===== src/common/sigu_map.vh =====
// Register map, field positions and reset values of the status and pin unit.
// Assumes a 32-bit classic bus slave with one register per aligned word.
`ifndef SIGU_MAP_VH
`define SIGU_MAP_VH

// Register indices; byte address is four times the index
`define SIGU_IDX_IRQ_MODE 8'h28
`define SIGU_IDX_EVENT_MASK 8'h29
`define SIGU_IDX_EVENT_FLAGS 8'h2A
`define SIGU_IDX_CLIP_FLAGS 8'h2B
`define SIGU_IDX_PIN_DIR 8'h2C
`define SIGU_IDX_PIN_POL 8'h2D
`define SIGU_IDX_PIN_SENSE 8'h2E
`define SIGU_IDX_PIN_STATE 8'h2F
`define SIGU_IDX_PIN_MASK 8'h30

// Event flag and mode field positions
`define SIGU_EV_LOST 7
`define SIGU_EV_LOCKED 6
`define SIGU_EV_RISE 5
`define SIGU_EV_FALL 4
`define SIGU_EV_MUTE 3
`define SIGU_EV_CLIP 2
`define SIGU_EV_PIN 1
`define SIGU_MODE_DRV_HI 7
`define SIGU_MODE_DRV_LO 6
`define SIGU_MODE_CLIP_SENSE 0

// Interrupt drive codes
`define SIGU_DRV_HIGH 2'h0
`define SIGU_DRV_LOW 2'h1
`define SIGU_DRV_OD 2'h2

// Reset values
`define SIGU_RST_PIN_DIR 7'h00
`define SIGU_RST_PIN_POL 7'h7F
`define SIGU_RST_PIN_SENSE 7'h00
`define SIGU_RST_PIN_OUT 7'h00
`define SIGU_RST_PIN_MASK 4'h0
`define SIGU_RST_DRV 2'h0
`define SIGU_RST_EVENT_MASK 6'h00

// Sizes
`define SIGU_NUM_PINS 7
`define SIGU_NUM_MASKED 4
`define SIGU_NUM_CLIP 6

`endif


===== src/rtl/sigu_pin.v =====
// One general-purpose pin: synchroniser, state capture and output drive.
// Assumes the pin input is asynchronous; all controls come from clk_i logic.
`timescale 1ns/1ps
`default_nettype none

module sigu_pin (
	// Clock, reset, enable
	input wire clk_i,
	input wire rst_i,
	input wire ce_i,
	// Pad
	input wire pin_i,
	output reg pin_o,
	output reg pin_oe_o,
	// Configuration
	input wire pin_direction_bit_i,
	input wire pin_polarity_type_bit_i,
	input wire pin_sense_bit_i,
	input wire out_value_i,
	// State access
	input wire state_read_i,
	output wire pin_state_bit_o
);

	reg sync_meta;
	reg sync_pin;
	reg prev_active;
	reg edge_hit;
	wire active;

	assign active = pin_polarity_type_bit_i ? sync_pin : ~sync_pin;

	always @(posedge clk_i) begin
		if (rst_i) begin
			sync_meta <= 1'b0;
			sync_pin <= 1'b0;
			prev_active <= 1'b0;
		end else if (ce_i) begin
			sync_meta <= pin_i;
			sync_pin <= sync_meta;
			prev_active <= active;
		end
	end

	// Capture ignores the mask entirely
	always @(posedge clk_i) begin
		if (rst_i) begin
			edge_hit <= 1'b0;
		end else if (ce_i) begin
			if (pin_direction_bit_i | ~pin_sense_bit_i) begin
				edge_hit <= 1'b0;
			end else if (active & ~prev_active) begin
				edge_hit <= 1'b1;
			end else if (state_read_i) begin
				edge_hit <= 1'b0;
			end
		end
	end

	// Level inputs report the active level so the summary tracks it
	assign pin_state_bit_o = pin_direction_bit_i ? out_value_i :
		(pin_sense_bit_i ? edge_hit : active);

	always @(posedge clk_i) begin
		if (rst_i) begin
			pin_o <= 1'b0;
			pin_oe_o <= 1'b0;
		end else if (ce_i) begin
			if (!pin_direction_bit_i) begin
				pin_o <= 1'b0;
				pin_oe_o <= 1'b0;
			end else if (pin_polarity_type_bit_i) begin
				pin_o <= 1'b0;
				pin_oe_o <= ~out_value_i;
			end else begin
				pin_o <= out_value_i;
				pin_oe_o <= 1'b1;
			end
		end
	end

endmodule // sigu_pin

`default_nettype wire


===== src/rtl/sigu_top.v =====
// Event flags, channel clip flags and seven general-purpose pins behind a
// classic bus slave, with one configurable interrupt output.
// Assumes event and clip inputs are one-cycle pulses from clk_i logic.
//
// The implementer's own choice: the Wishbone interface to the registers.
`timescale 1ns/1ps
`default_nettype none
`include "sigu_map.vh"

module sigu_top #(
	parameter NUM_PINS = `SIGU_NUM_PINS,
	parameter NUM_MASKED = `SIGU_NUM_MASKED,
	parameter NUM_CLIP = `SIGU_NUM_CLIP
) (
	// Clock, reset, enable
	input wire clk_i,
	input wire rst_i,
	input wire ce_i,

	// Register bus
	input wire cyc_i,
	input wire stb_i,
	input wire we_i,
	input wire [9:0] adr_i,
	input wire [3:0] sel_i,
	input wire [31:0] dat_i,
	output reg [31:0] dat_o,
	output reg ack_o,

	// Converter and volume engine events
	input wire converter_lock_evt_i,
	input wire converter_lost_evt_i,
	input wire ramp_rise_done_evt_i,
	input wire ramp_fall_done_evt_i,
	input wire mute_done_evt_i,

	// Per-channel clip pulses, A1 B1 A2 B2 A3 B3
	input wire [NUM_CLIP-1:0] channel_clip_i,

	// General-purpose pins
	input wire [NUM_PINS-1:0] pin_i,
	output wire [NUM_PINS-1:0] pin_o,
	output wire [NUM_PINS-1:0] pin_oe_o,

	// Interrupt pin
	output reg irq_o,
	output reg irq_oe_o
);

	// Bus decode
	wire [7:0] reg_index;
	wire bus_request;
	wire bus_write;
	wire bus_read;
	wire hit_irq_mode;
	wire hit_event_mask;
	wire hit_event_flags;
	wire hit_clip_flags;
	wire hit_pin_dir;
	wire hit_pin_pol;
	wire hit_pin_sense;
	wire hit_pin_state;
	wire hit_pin_mask;

	// Control registers
	reg [1:0] irq_drive_mode;
	reg clip_sense_select;
	reg [5:0] event_mask;
	reg [NUM_PINS-1:0] pin_direction;
	reg [NUM_PINS-1:0] pin_polarity_type;
	reg [NUM_PINS-1:0] pin_sense_select;
	reg [NUM_PINS-1:0] pin_out_value;
	reg [NUM_MASKED-1:0] pin_event_mask;

	// Event state
	reg converter_locked_flag;
	reg converter_lost_flag;
	reg ramp_rise_done_flag;
	reg ramp_fall_done_flag;
	reg mute_done_flag;
	reg [NUM_CLIP-1:0] channel_clip_bit;

	// Derived
	wire clip_summary_flag;
	wire pin_summary_flag;
	wire [NUM_PINS-1:0] pin_state_bit;
	wire read_events;
	wire read_clips;
	wire read_pins;
	wire clip_clear;
	wire [5:0] event_vector;
	wire irq_active;
	reg [7:0] next_rdata;

	assign reg_index = adr_i[9:2];

	// A request is taken in the cycle before ack rises
	assign bus_request = cyc_i & stb_i & ~ack_o & ce_i;
	assign bus_write = bus_request & we_i & sel_i[0];
	assign bus_read = bus_request & ~we_i;

	assign hit_irq_mode = (reg_index == `SIGU_IDX_IRQ_MODE);
	assign hit_event_mask = (reg_index == `SIGU_IDX_EVENT_MASK);
	assign hit_event_flags = (reg_index == `SIGU_IDX_EVENT_FLAGS);
	assign hit_clip_flags = (reg_index == `SIGU_IDX_CLIP_FLAGS);
	assign hit_pin_dir = (reg_index == `SIGU_IDX_PIN_DIR);
	assign hit_pin_pol = (reg_index == `SIGU_IDX_PIN_POL);
	assign hit_pin_sense = (reg_index == `SIGU_IDX_PIN_SENSE);
	assign hit_pin_state = (reg_index == `SIGU_IDX_PIN_STATE);
	assign hit_pin_mask = (reg_index == `SIGU_IDX_PIN_MASK);

	assign read_events = bus_read & hit_event_flags;
	assign read_clips = bus_read & hit_clip_flags;
	assign read_pins = bus_read & hit_pin_state;

	// Bus handshake: one wait-free cycle, ack drops the cycle after
	always @(posedge clk_i) begin
		if (rst_i) begin
			ack_o <= 1'b0;
			dat_o <= 32'h00000000;
		end else if (ce_i) begin
			ack_o <= bus_request;
			if (bus_read) begin
				dat_o <= {24'h000000, next_rdata};
			end
		end
	end

	// Read data; unmapped words and reserved bits read as zero
	always @* begin
		next_rdata = 8'h00;
		if (hit_irq_mode) begin
			next_rdata[`SIGU_MODE_DRV_HI:`SIGU_MODE_DRV_LO] = irq_drive_mode;
			next_rdata[`SIGU_MODE_CLIP_SENSE] = clip_sense_select;
		end else if (hit_event_mask) begin
			next_rdata[7:2] = event_mask;
		end else if (hit_event_flags) begin
			next_rdata[7:1] = {event_vector, pin_summary_flag};
		end else if (hit_clip_flags) begin
			next_rdata[NUM_CLIP-1:0] = channel_clip_bit;
		end else if (hit_pin_dir) begin
			next_rdata[NUM_PINS-1:0] = pin_direction;
		end else if (hit_pin_pol) begin
			next_rdata[NUM_PINS-1:0] = pin_polarity_type;
		end else if (hit_pin_sense) begin
			next_rdata[NUM_PINS-1:0] = pin_sense_select;
		end else if (hit_pin_state) begin
			next_rdata[NUM_PINS-1:0] = pin_state_bit;
		end else if (hit_pin_mask) begin
			next_rdata[NUM_MASKED-1:0] = pin_event_mask;
		end
	end

	// Interrupt mode and event mask
	always @(posedge clk_i) begin
		if (rst_i) begin
			irq_drive_mode <= `SIGU_RST_DRV;
			clip_sense_select <= 1'b0;
			event_mask <= `SIGU_RST_EVENT_MASK;
		end else if (bus_write) begin
			if (hit_irq_mode) begin
				irq_drive_mode <= dat_i[`SIGU_MODE_DRV_HI:`SIGU_MODE_DRV_LO];
				clip_sense_select <= dat_i[`SIGU_MODE_CLIP_SENSE];
			end
			if (hit_event_mask) begin
				event_mask <= dat_i[7:2];
			end
		end
	end

	// Pin configuration registers
	always @(posedge clk_i) begin
		if (rst_i) begin
			pin_direction <= `SIGU_RST_PIN_DIR;
			pin_polarity_type <= `SIGU_RST_PIN_POL;
			pin_sense_select <= `SIGU_RST_PIN_SENSE;
			pin_out_value <= `SIGU_RST_PIN_OUT;
			pin_event_mask <= `SIGU_RST_PIN_MASK;
		end else if (bus_write) begin
			if (hit_pin_dir) begin
				pin_direction <= dat_i[NUM_PINS-1:0];
			end
			if (hit_pin_pol) begin
				pin_polarity_type <= dat_i[NUM_PINS-1:0];
			end
			if (hit_pin_sense) begin
				pin_sense_select <= dat_i[NUM_PINS-1:0];
			end
			if (hit_pin_state) begin
				pin_out_value <= dat_i[NUM_PINS-1:0];
			end
			if (hit_pin_mask) begin
				pin_event_mask <= dat_i[NUM_MASKED-1:0];
			end
		end
	end

	// Converter state: only the latest of lock and loss survives.
	// A loss in the same cycle as a lock wins, the safer report.
	always @(posedge clk_i) begin
		if (rst_i) begin
			converter_locked_flag <= 1'b0;
			converter_lost_flag <= 1'b0;
		end else if (ce_i) begin
			if (converter_lost_evt_i) begin
				converter_lost_flag <= 1'b1;
				converter_locked_flag <= 1'b0;
			end else if (converter_lock_evt_i) begin
				converter_locked_flag <= 1'b1;
				converter_lost_flag <= 1'b0;
			end else if (read_events) begin
				converter_locked_flag <= 1'b0;
				converter_lost_flag <= 1'b0;
			end
		end
	end

	// Completion flags; an event in the reading cycle is kept
	always @(posedge clk_i) begin
		if (rst_i) begin
			ramp_rise_done_flag <= 1'b0;
			ramp_fall_done_flag <= 1'b0;
			mute_done_flag <= 1'b0;
		end else if (ce_i) begin
			if (ramp_rise_done_evt_i) begin
				ramp_rise_done_flag <= 1'b1;
			end else if (read_events) begin
				ramp_rise_done_flag <= 1'b0;
			end
			if (ramp_fall_done_evt_i) begin
				ramp_fall_done_flag <= 1'b1;
			end else if (read_events) begin
				ramp_fall_done_flag <= 1'b0;
			end
			if (mute_done_evt_i) begin
				mute_done_flag <= 1'b1;
			end else if (read_events) begin
				mute_done_flag <= 1'b0;
			end
		end
	end

	// Clip bits never look at the clip mask, so polling works
	assign clip_clear = read_clips & clip_sense_select;

	always @(posedge clk_i) begin
		if (rst_i) begin
			channel_clip_bit <= {NUM_CLIP{1'b0}};
		end else if (ce_i) begin
			channel_clip_bit <= channel_clip_i | (channel_clip_bit & ~{NUM_CLIP{clip_clear}});
		end
	end

	assign clip_summary_flag = |channel_clip_bit;

	// Only input pins with a mask bit feed the summary
	assign pin_summary_flag = |(pin_state_bit[NUM_MASKED-1:0] & pin_event_mask
		& ~pin_direction[NUM_MASKED-1:0]);

	assign event_vector = {converter_lost_flag, converter_locked_flag, ramp_rise_done_flag,
		ramp_fall_done_flag, mute_done_flag, clip_summary_flag};

	// Pin summary is gated by the pin masks, not the event mask
	assign irq_active = (|(event_vector & event_mask)) | pin_summary_flag;

	// Interrupt pin drive
	always @(posedge clk_i) begin
		if (rst_i) begin
			irq_o <= 1'b0;
			irq_oe_o <= 1'b1;
		end else if (ce_i) begin
			case (irq_drive_mode)
				`SIGU_DRV_HIGH: begin
					irq_o <= irq_active;
					irq_oe_o <= 1'b1;
				end
				`SIGU_DRV_LOW: begin
					irq_o <= ~irq_active;
					irq_oe_o <= 1'b1;
				end
				`SIGU_DRV_OD: begin
					irq_o <= 1'b0;
					irq_oe_o <= irq_active;
				end
				default: begin
					// Reserved code: pin released, nothing signalled
					irq_o <= 1'b0;
					irq_oe_o <= 1'b0;
				end
			endcase
		end
	end

	// One pin slice per pin; the event flag read does not reach them
	genvar p;
	generate
		for (p = 0; p < NUM_PINS; p = p + 1) begin : g_pin
			sigu_pin u_pin (
				.clk_i(clk_i),
				.rst_i(rst_i),
				.ce_i(ce_i),
				.pin_i(pin_i[p]),
				.pin_o(pin_o[p]),
				.pin_oe_o(pin_oe_o[p]),
				.pin_direction_bit_i(pin_direction[p]),
				.pin_polarity_type_bit_i(pin_polarity_type[p]),
				.pin_sense_bit_i(pin_sense_select[p]),
				.out_value_i(pin_out_value[p]),
				.state_read_i(read_pins),
				.pin_state_bit_o(pin_state_bit[p])
			);
		end
	endgenerate

endmodule // sigu_top

`default_nettype wire


===== config.mk =====
export PLATFORM = sky130hd
export DESIGN_NAME = sigu_top
export DESIGN_NICKNAME = d
export VERILOG_FILES = /design/src/rtl/sigu_pin.v /design/src/rtl/sigu_top.v
export VERILOG_INCLUDE_DIRS = /design/src /design/src/common
export SDC_FILE = /design/constraint.sdc
export NUM_CORES = 1
export LEC_CHECK = 0
export BUFFER_PORTS_ARGS = -buffer_cell sky130_fd_sc_hd__buf_2
export CORE_UTILIZATION = 30
export CTS_BUF_LIST = sky130_fd_sc_hd__clkbuf_8
export DETAILED_ROUTE_END_ITERATION = 7
export PLACE_DENSITY_LB_ADDON = 0.1
export SLEW_MARGIN = 20
export SYNTH_ARGS = -nofsm -noshare
export SYNTH_HDL_FRONTEND = slang
export SYNTH_SLANG_ARGS = --single-unit

===== constraint.sdc =====
create_clock -name clk_i -period 3 [get_ports clk_i]
set_clock_uncertainty 0.2 [all_clocks]
set_input_delay 0.45 -clock clk_i [delete_from_list [all_inputs] [get_ports clk_i]]
set_output_delay 0.45 -clock clk_i [all_outputs]
set_load 0.05 [all_outputs]

# [After elaboration in Yosys (flattened, before gate mapping)]
# Index checks and enable logic that the tools add are counted.
[word_totals] inputBits=70 out_inout_bits=49 ff_bits=105 word_cells=263
[classes] reduce_logical=35 bitwise_logic=63 n_eq_ne=11 mux=94
[ops] operator="2-to-1 mux 1 bit" count=76
[ops] operator="== test 8 x 6 -> 1 bit, second input constant" count=9
[ops] operator="2-to-1 mux 7 bit" count=7
[ops] operator="AND reduction 2 bit" count=19
[ops] operator="NOT 1 bit" count=31
[ops] operator="nonzero test 3 bit" count=8
[ops] operator="2-to-1 mux 6 bit" count=3
[ops] operator="AND 1 bit" count=17
[ops] operator="AND 6 bit" count=2
[ops] operator="OR reduction 6 bit" count=2
[ops] operator="AND 4 bit" count=2
[ops] operator="2-to-1 mux 4 bit" count=2
[ops] operator="bitwise OR 1 bit" count=8
[ops] operator="NOT 6 bit" count=1
[ops] operator="bitwise OR 6 bit" count=1
[ops] operator="nonzero test 2 bit" count=3
[ops] operator="2-to-1 mux 5 bit" count=1
[ops] operator="2-to-1 mux 2 bit" count=2
[ops] operator="NOT 4 bit" count=1
[ops] operator="one-hot mux 1 bit (2 select lines)" count=2
[ops] operator="OR reduction 4 bit" count=1
[ops] operator="2-to-1 mux 3 bit" count=1
[ops] operator="== test 2 x 1 -> 1 bit, second input constant" count=1
[ops] operator="== test 2 bit, second input constant" count=1
[ops] operator="2 further kinds" count=2

# [Longest topological paths before layout]
[depth] word_depth=16 mapped_depth=7 depth_no_buf=5

# [Hierarchy]
# From an unflattened synthesis, not the netlist that was laid out.
[hier_totals] cells_unflattened=586 hier_area_um2=5178.7
[modules_own_cells] mod="sigu_top" seq_area_each_um2=1261.2 cells_each=376 n_inst=1 area_each_um2=3304.4
[modules_own_cells] mod="sigu_pin" seq_area_each_um2=120.1 cells_each=30 n_inst=7 area_each_um2=267.8

# [Worst setup path after synthesis]
# OpenSTA, ideal clock, no wires.
[synth_timing] path_kind="input-to-reg" startpoint="input port adr_i[9]" endpoint="register dat_o[1]" path_slack_ns=0.742 required_ns=2.722 setup_time_ns=0.078 arrival_ns=1.980 path_buffers=1 path_stages=6 cell_sequence="or3b_1 buf_2 or3_1 a41o_1 a2111o_1 a32oi_1"
[synth_between] elab_chain_cells=14 elab_cells_between_ends=22 cone_classes="eq/ne: 9; mux: 13"
[synth_lines] element="start, declared" line_no="sigu_top.v:24" text="input wire [9:0] adr_i,"
[synth_lines] element="== test 8 x 6 -> 1 bit (no line)"
[synth_lines] element="2-to-1 mux 4 bit" line_no="sigu_top.v:149" text="end else if (hit_pin_mask) begin"
[synth_lines] element="2-to-1 mux 4 bit" line_no="sigu_top.v:147" text="end else if (hit_pin_state) begin"
[synth_lines] element="2-to-1 mux 7 bit" line_no="sigu_top.v:145" text="end else if (hit_pin_sense) begin"
[synth_lines] element="2-to-1 mux 7 bit" line_no="sigu_top.v:143" text="end else if (hit_pin_pol) begin"
[synth_lines] element="2-to-1 mux 7 bit" line_no="sigu_top.v:141" text="end else if (hit_pin_dir) begin"
[synth_lines] element="2-to-1 mux 7 bit" line_no="sigu_top.v:139" text="end else if (hit_clip_flags) begin"
[synth_lines] element="2-to-1 mux 7 bit" line_no="sigu_top.v:137" text="end else if (hit_event_flags) begin"
[synth_lines] element="2-to-1 mux 7 bit" line_no="sigu_top.v:135" text="end else if (hit_event_mask) begin"
[synth_lines] element="2-to-1 mux 7 bit" line_no="sigu_top.v:132" text="if (hit_irq_mode) begin"
[synth_lines] element="2-to-1 mux 6 bit" line_no="sigu_top.v:139"
[synth_lines] element="2-to-1 mux 6 bit" line_no="sigu_top.v:137"
[synth_lines] element="2-to-1 mux 2 bit" line_no="sigu_top.v:135"
[synth_lines] element="2-to-1 mux 5 bit (*)" line_no="sigu_top.v:132"
[synth_lines] element="end signal, assigned" line_no="sigu_top.v:124" text="dat_o <= {24'h000000, next_rdata};"
[synth_lines] element="end, declared" line_no="sigu_top.v:27" text="output reg [31:0] dat_o,"
# Mark *: on every way between the ends. The rest lies on a longest branch, timed or not. The select of a mux whose other input is x is not followed.
# A chain may end at the register's enable or synchronous reset.

# [Final worst setup path]
[layout_timing] startpoint="register ack_o" endpoint="register converter_locked_flag"
[layout_between] elab_chain_cells=7
[layout_lines] element="start, declared" line_no="sigu_top.v:28" text="output reg ack_o,"
[layout_lines] element="start signal, assigned" line_no="sigu_top.v:122" text="ack_o <= bus_request;"
[layout_lines] element="NOT 1 bit" line_no="sigu_top.v:98" text="assign bus_request = cyc_i & stb_i & ~ack_o & ce_i;"
[layout_lines] element="AND 1 bit (2 in series)" line_no="sigu_top.v:98"
[layout_lines] element="AND 1 bit" line_no="sigu_top.v:100" text="assign bus_read = bus_request & ~we_i;"
[layout_lines] element="AND 1 bit" line_no="sigu_top.v:112" text="assign read_events = bus_read & hit_event_flags;"
[layout_lines] element="nonzero test 3 bit (no line)"
[layout_lines] element="AND reduction 2 bit (no line)"
[layout_lines] element="end signal, assigned" line_no="sigu_top.v:202" text="converter_locked_flag <= 1'b0;"
[layout_lines] element="end signal, assigned" line_no="sigu_top.v:207" text="converter_locked_flag <= 1'b0;"
[layout_lines] element="end signal, assigned" line_no="sigu_top.v:209" text="converter_locked_flag <= 1'b1;"
[layout_lines] element="end, declared" line_no="sigu_top.v:76" text="reg converter_locked_flag;"
# Every way passes these cells.

==> impl_metrics.py <==
metrics = {
    "run_status": {
        "status": "complete, no violations",
    },
    "run": {
        "drv_cap": 0,
    },
    "worst_hold_path": {
        "hp-class": "input pin to flop",
        "hold_depth": 3,
    },
    "cells_and_area": {
        "regMostFlops": "dat_o",
        "diodes": 0,
        "fin_util_pct": 34.4,
        "nNetsFinal": 752,
        "fillers": 1846,
        "syn_to_final_growth_pct": 12.0,
        "layout_commonest_cell": "dfxtp_1",
        "final_area_sq_mm": 0.00597,
        "fin_cells": 912,
        "largest_register_ffs": 8,
        "final_cell_mix": "dfxtp_1 (105), nor2_1 (78), nand2_1 (68)",
        "drive_gt1_share_pct": 17.0,
    },
    "cts": {
        "cts_root_buf": "clkbuf_8",
        "clock_path_buffers": 2,
        "insertion_delay_ns": 0.39,
        "clock-sinks": 105,
        "cts_made_buffers": 9,
        "ctsHoldBuffers": 0,
        "cts_setup_buffers": 0,
        "cts_tree": "yes",
        "cts_resized": 0,
        "htreeDepth": 3,
        "path_clk_slew_ns": 0.10,
    },
    "power_and_ir_drop": {
        "p_leak_nw": 2.39,
        "p_total_mw": 2.64,
        "ir_drop_v": 0.000238,
        "powerDensity_mw_per_mm2": 442,
    },
    "worst_setup_path": {
        "worst_setup_path_start_kind": "flop",
        "cp_max_fo": 8,
        "worst-setup-path-type": "flop to flop",
        "cp.required_ns": 3.08,
        "critical_path_arrival_ns": 2.47,
        "rr_worst_depth": 5,
        "setup.worst_path.end_class": "flop",
    },
    "logic_synthesis": {
        "synth_edf_count": 0,
        "yosysUniqueCellTypes": 59,
        "ys.warnings.count": 0,
        "ys_seq_area_share_pct": 39.4,
        "syn_inst": 637,
        "ys_seq_elements": 105,
        "ys_async_sr_fraction_pct": 0,
        "syn_area_sq_mm": 0.00533,
        "ys.flop_type": "dfxtp_1",
        "avgSynthCellArea_sq_um": 8.37,
    },
    "routing": {
        "firstDrtPassIters": 5,
        "ant_nets": 0,
        "drc_errors": 0,
        "dr_total_vias": 4704,
        "dr.first_iter.drc_count": 264,
        "wl_um": 16300,
        "wl_per_cell_um": 17.9,
        "vias_per_cell": 5.16,
    },
    "timing": {
        "hold_violations": 0,
        "slew_headroom_pct": 55.2,
        "worstMarginPinSlew_ns": 0.664,
        "post-route-period-util_pct": 79.6,
        "tns_ns": 0,
        "whs_ns": 0.0885,
        "finalSetupViolCount": 0,
        "fin_ws_ns": 0.613,
        "drv_slew": 0,
        "period_minus_slack_ns": 2.39,
        "fmax_ghz": 0.419,
        "rsz0062_at_grt": "false",
    },
    "placed_design": {
        "gp_congestion": 0.853,
        "dp_hpwl_um": 11900,
        "place_area_sq_mm": 0.00578,
        "place_ws_ns": 0.395,
        "port_buffers": 65,
        "placed_cells": 896,
    },
    "die": {
        "die_w_um": 135,
        "rows": 48,
        "start_util_pct": 30.7,
        "die_area_sq_mm": 0.0183,
        "ioPinCount": 119,
        "chipHeight_um": 135,
        "coreArea_sq_mm": 0.0174,
    },
    "global_routing": {
        "antenna_found_initial": 0,
        "grt_use_total_pct": 18.4,
        "grt_overflow_total": 0,
        "grt_pass1_wl_um": 25300,
        "grt_pass1_vias": 4411,
        "grt_max_degree": 43,
    },
}
-- area by class of cell --
type	count	area (sq um)	area share, %
multi-input cells	471	2860	47.8
flip-flops and latches	105	2100	35.2
repair buffers	91	523	8.76
well taps	225	282	4.71
clock buffers	10	138	2.30
clock inverters	6	58.8	0.984
inverters	4	15.0	0.251
-- routing by layer --
layer	GRT usage [%]	up-vias	routed length, um
li1	-	2285	-
met4	5.37	0	210
met3	3.25	14	838
met1	25.5	2269	7810
met5	0	-	0
met2	29.2	136	7440
-- path summary, 6_finish.rpt --
path	end	from	slack (ns)
setup / recovery	converter_locked_flag$_SDFFE_PP0P_	ack_o$_SDFFE_PP0P_	0.61
hold / removal	g_pin[3].u_pin.sync_meta$_SDFFE_PP0P_	pin_i[3]	0.09
setup reg to reg	converter_locked_flag$_SDFFE_PP0P_	ack_o$_SDFFE_PP0P_	0.61
hold reg to reg	g_pin[3].u_pin.pin_oe_o$_SDFFE_PP0P_	g_pin[3].u_pin.pin_oe_o$_SDFFE_PP0P_	0.26
-- synth_stat cells, types with 9 or more instances --
master	instances	area share (%)
dfxtp_1	105	39
a21oi_1	50	4.7
buf_4	38	5.3
nor2b_1	9	1.1
a22oi_1	15	2.1
nand3_1	24	2.3
o21ai_0	24	2.3
nand2b_1	9	1.1
mux2i_1	63	12
clkbuf_1	34	2.4
nor2_1	78	5.5
nand2_1	68	4.8
nand4b_1	11	1.8
-- cell families (layout without fill, tap and decap cells) --
family,Yosys count,in the layout,synth area share (%)
simple gates,244,244,22.9
compound gates,132,132,15.8
flops,105,105,39.4
buf+inv,84,111,8.68
mux,64,64,12.0
xor+xnor,7,7,1.15
other cells,1,24,0.0703
-- report_power, final --
part           total (mW)  internal (mW)  switching [mW]
clock               0.911          0.405           0.506
sequential           1.43           1.41          0.0180
combinational       0.298         0.0823           0.216
total                2.64           1.90           0.740
-- critical path: stages (launching register included) --
cell and delay, ns:
dfxtp_1 0.33, nand4b_1 0.40, nor2_1 0.57, nand3_1 0.32
a22o_1 0.26, a32o_1 0.19
Power figures use the tool's default switching activity.
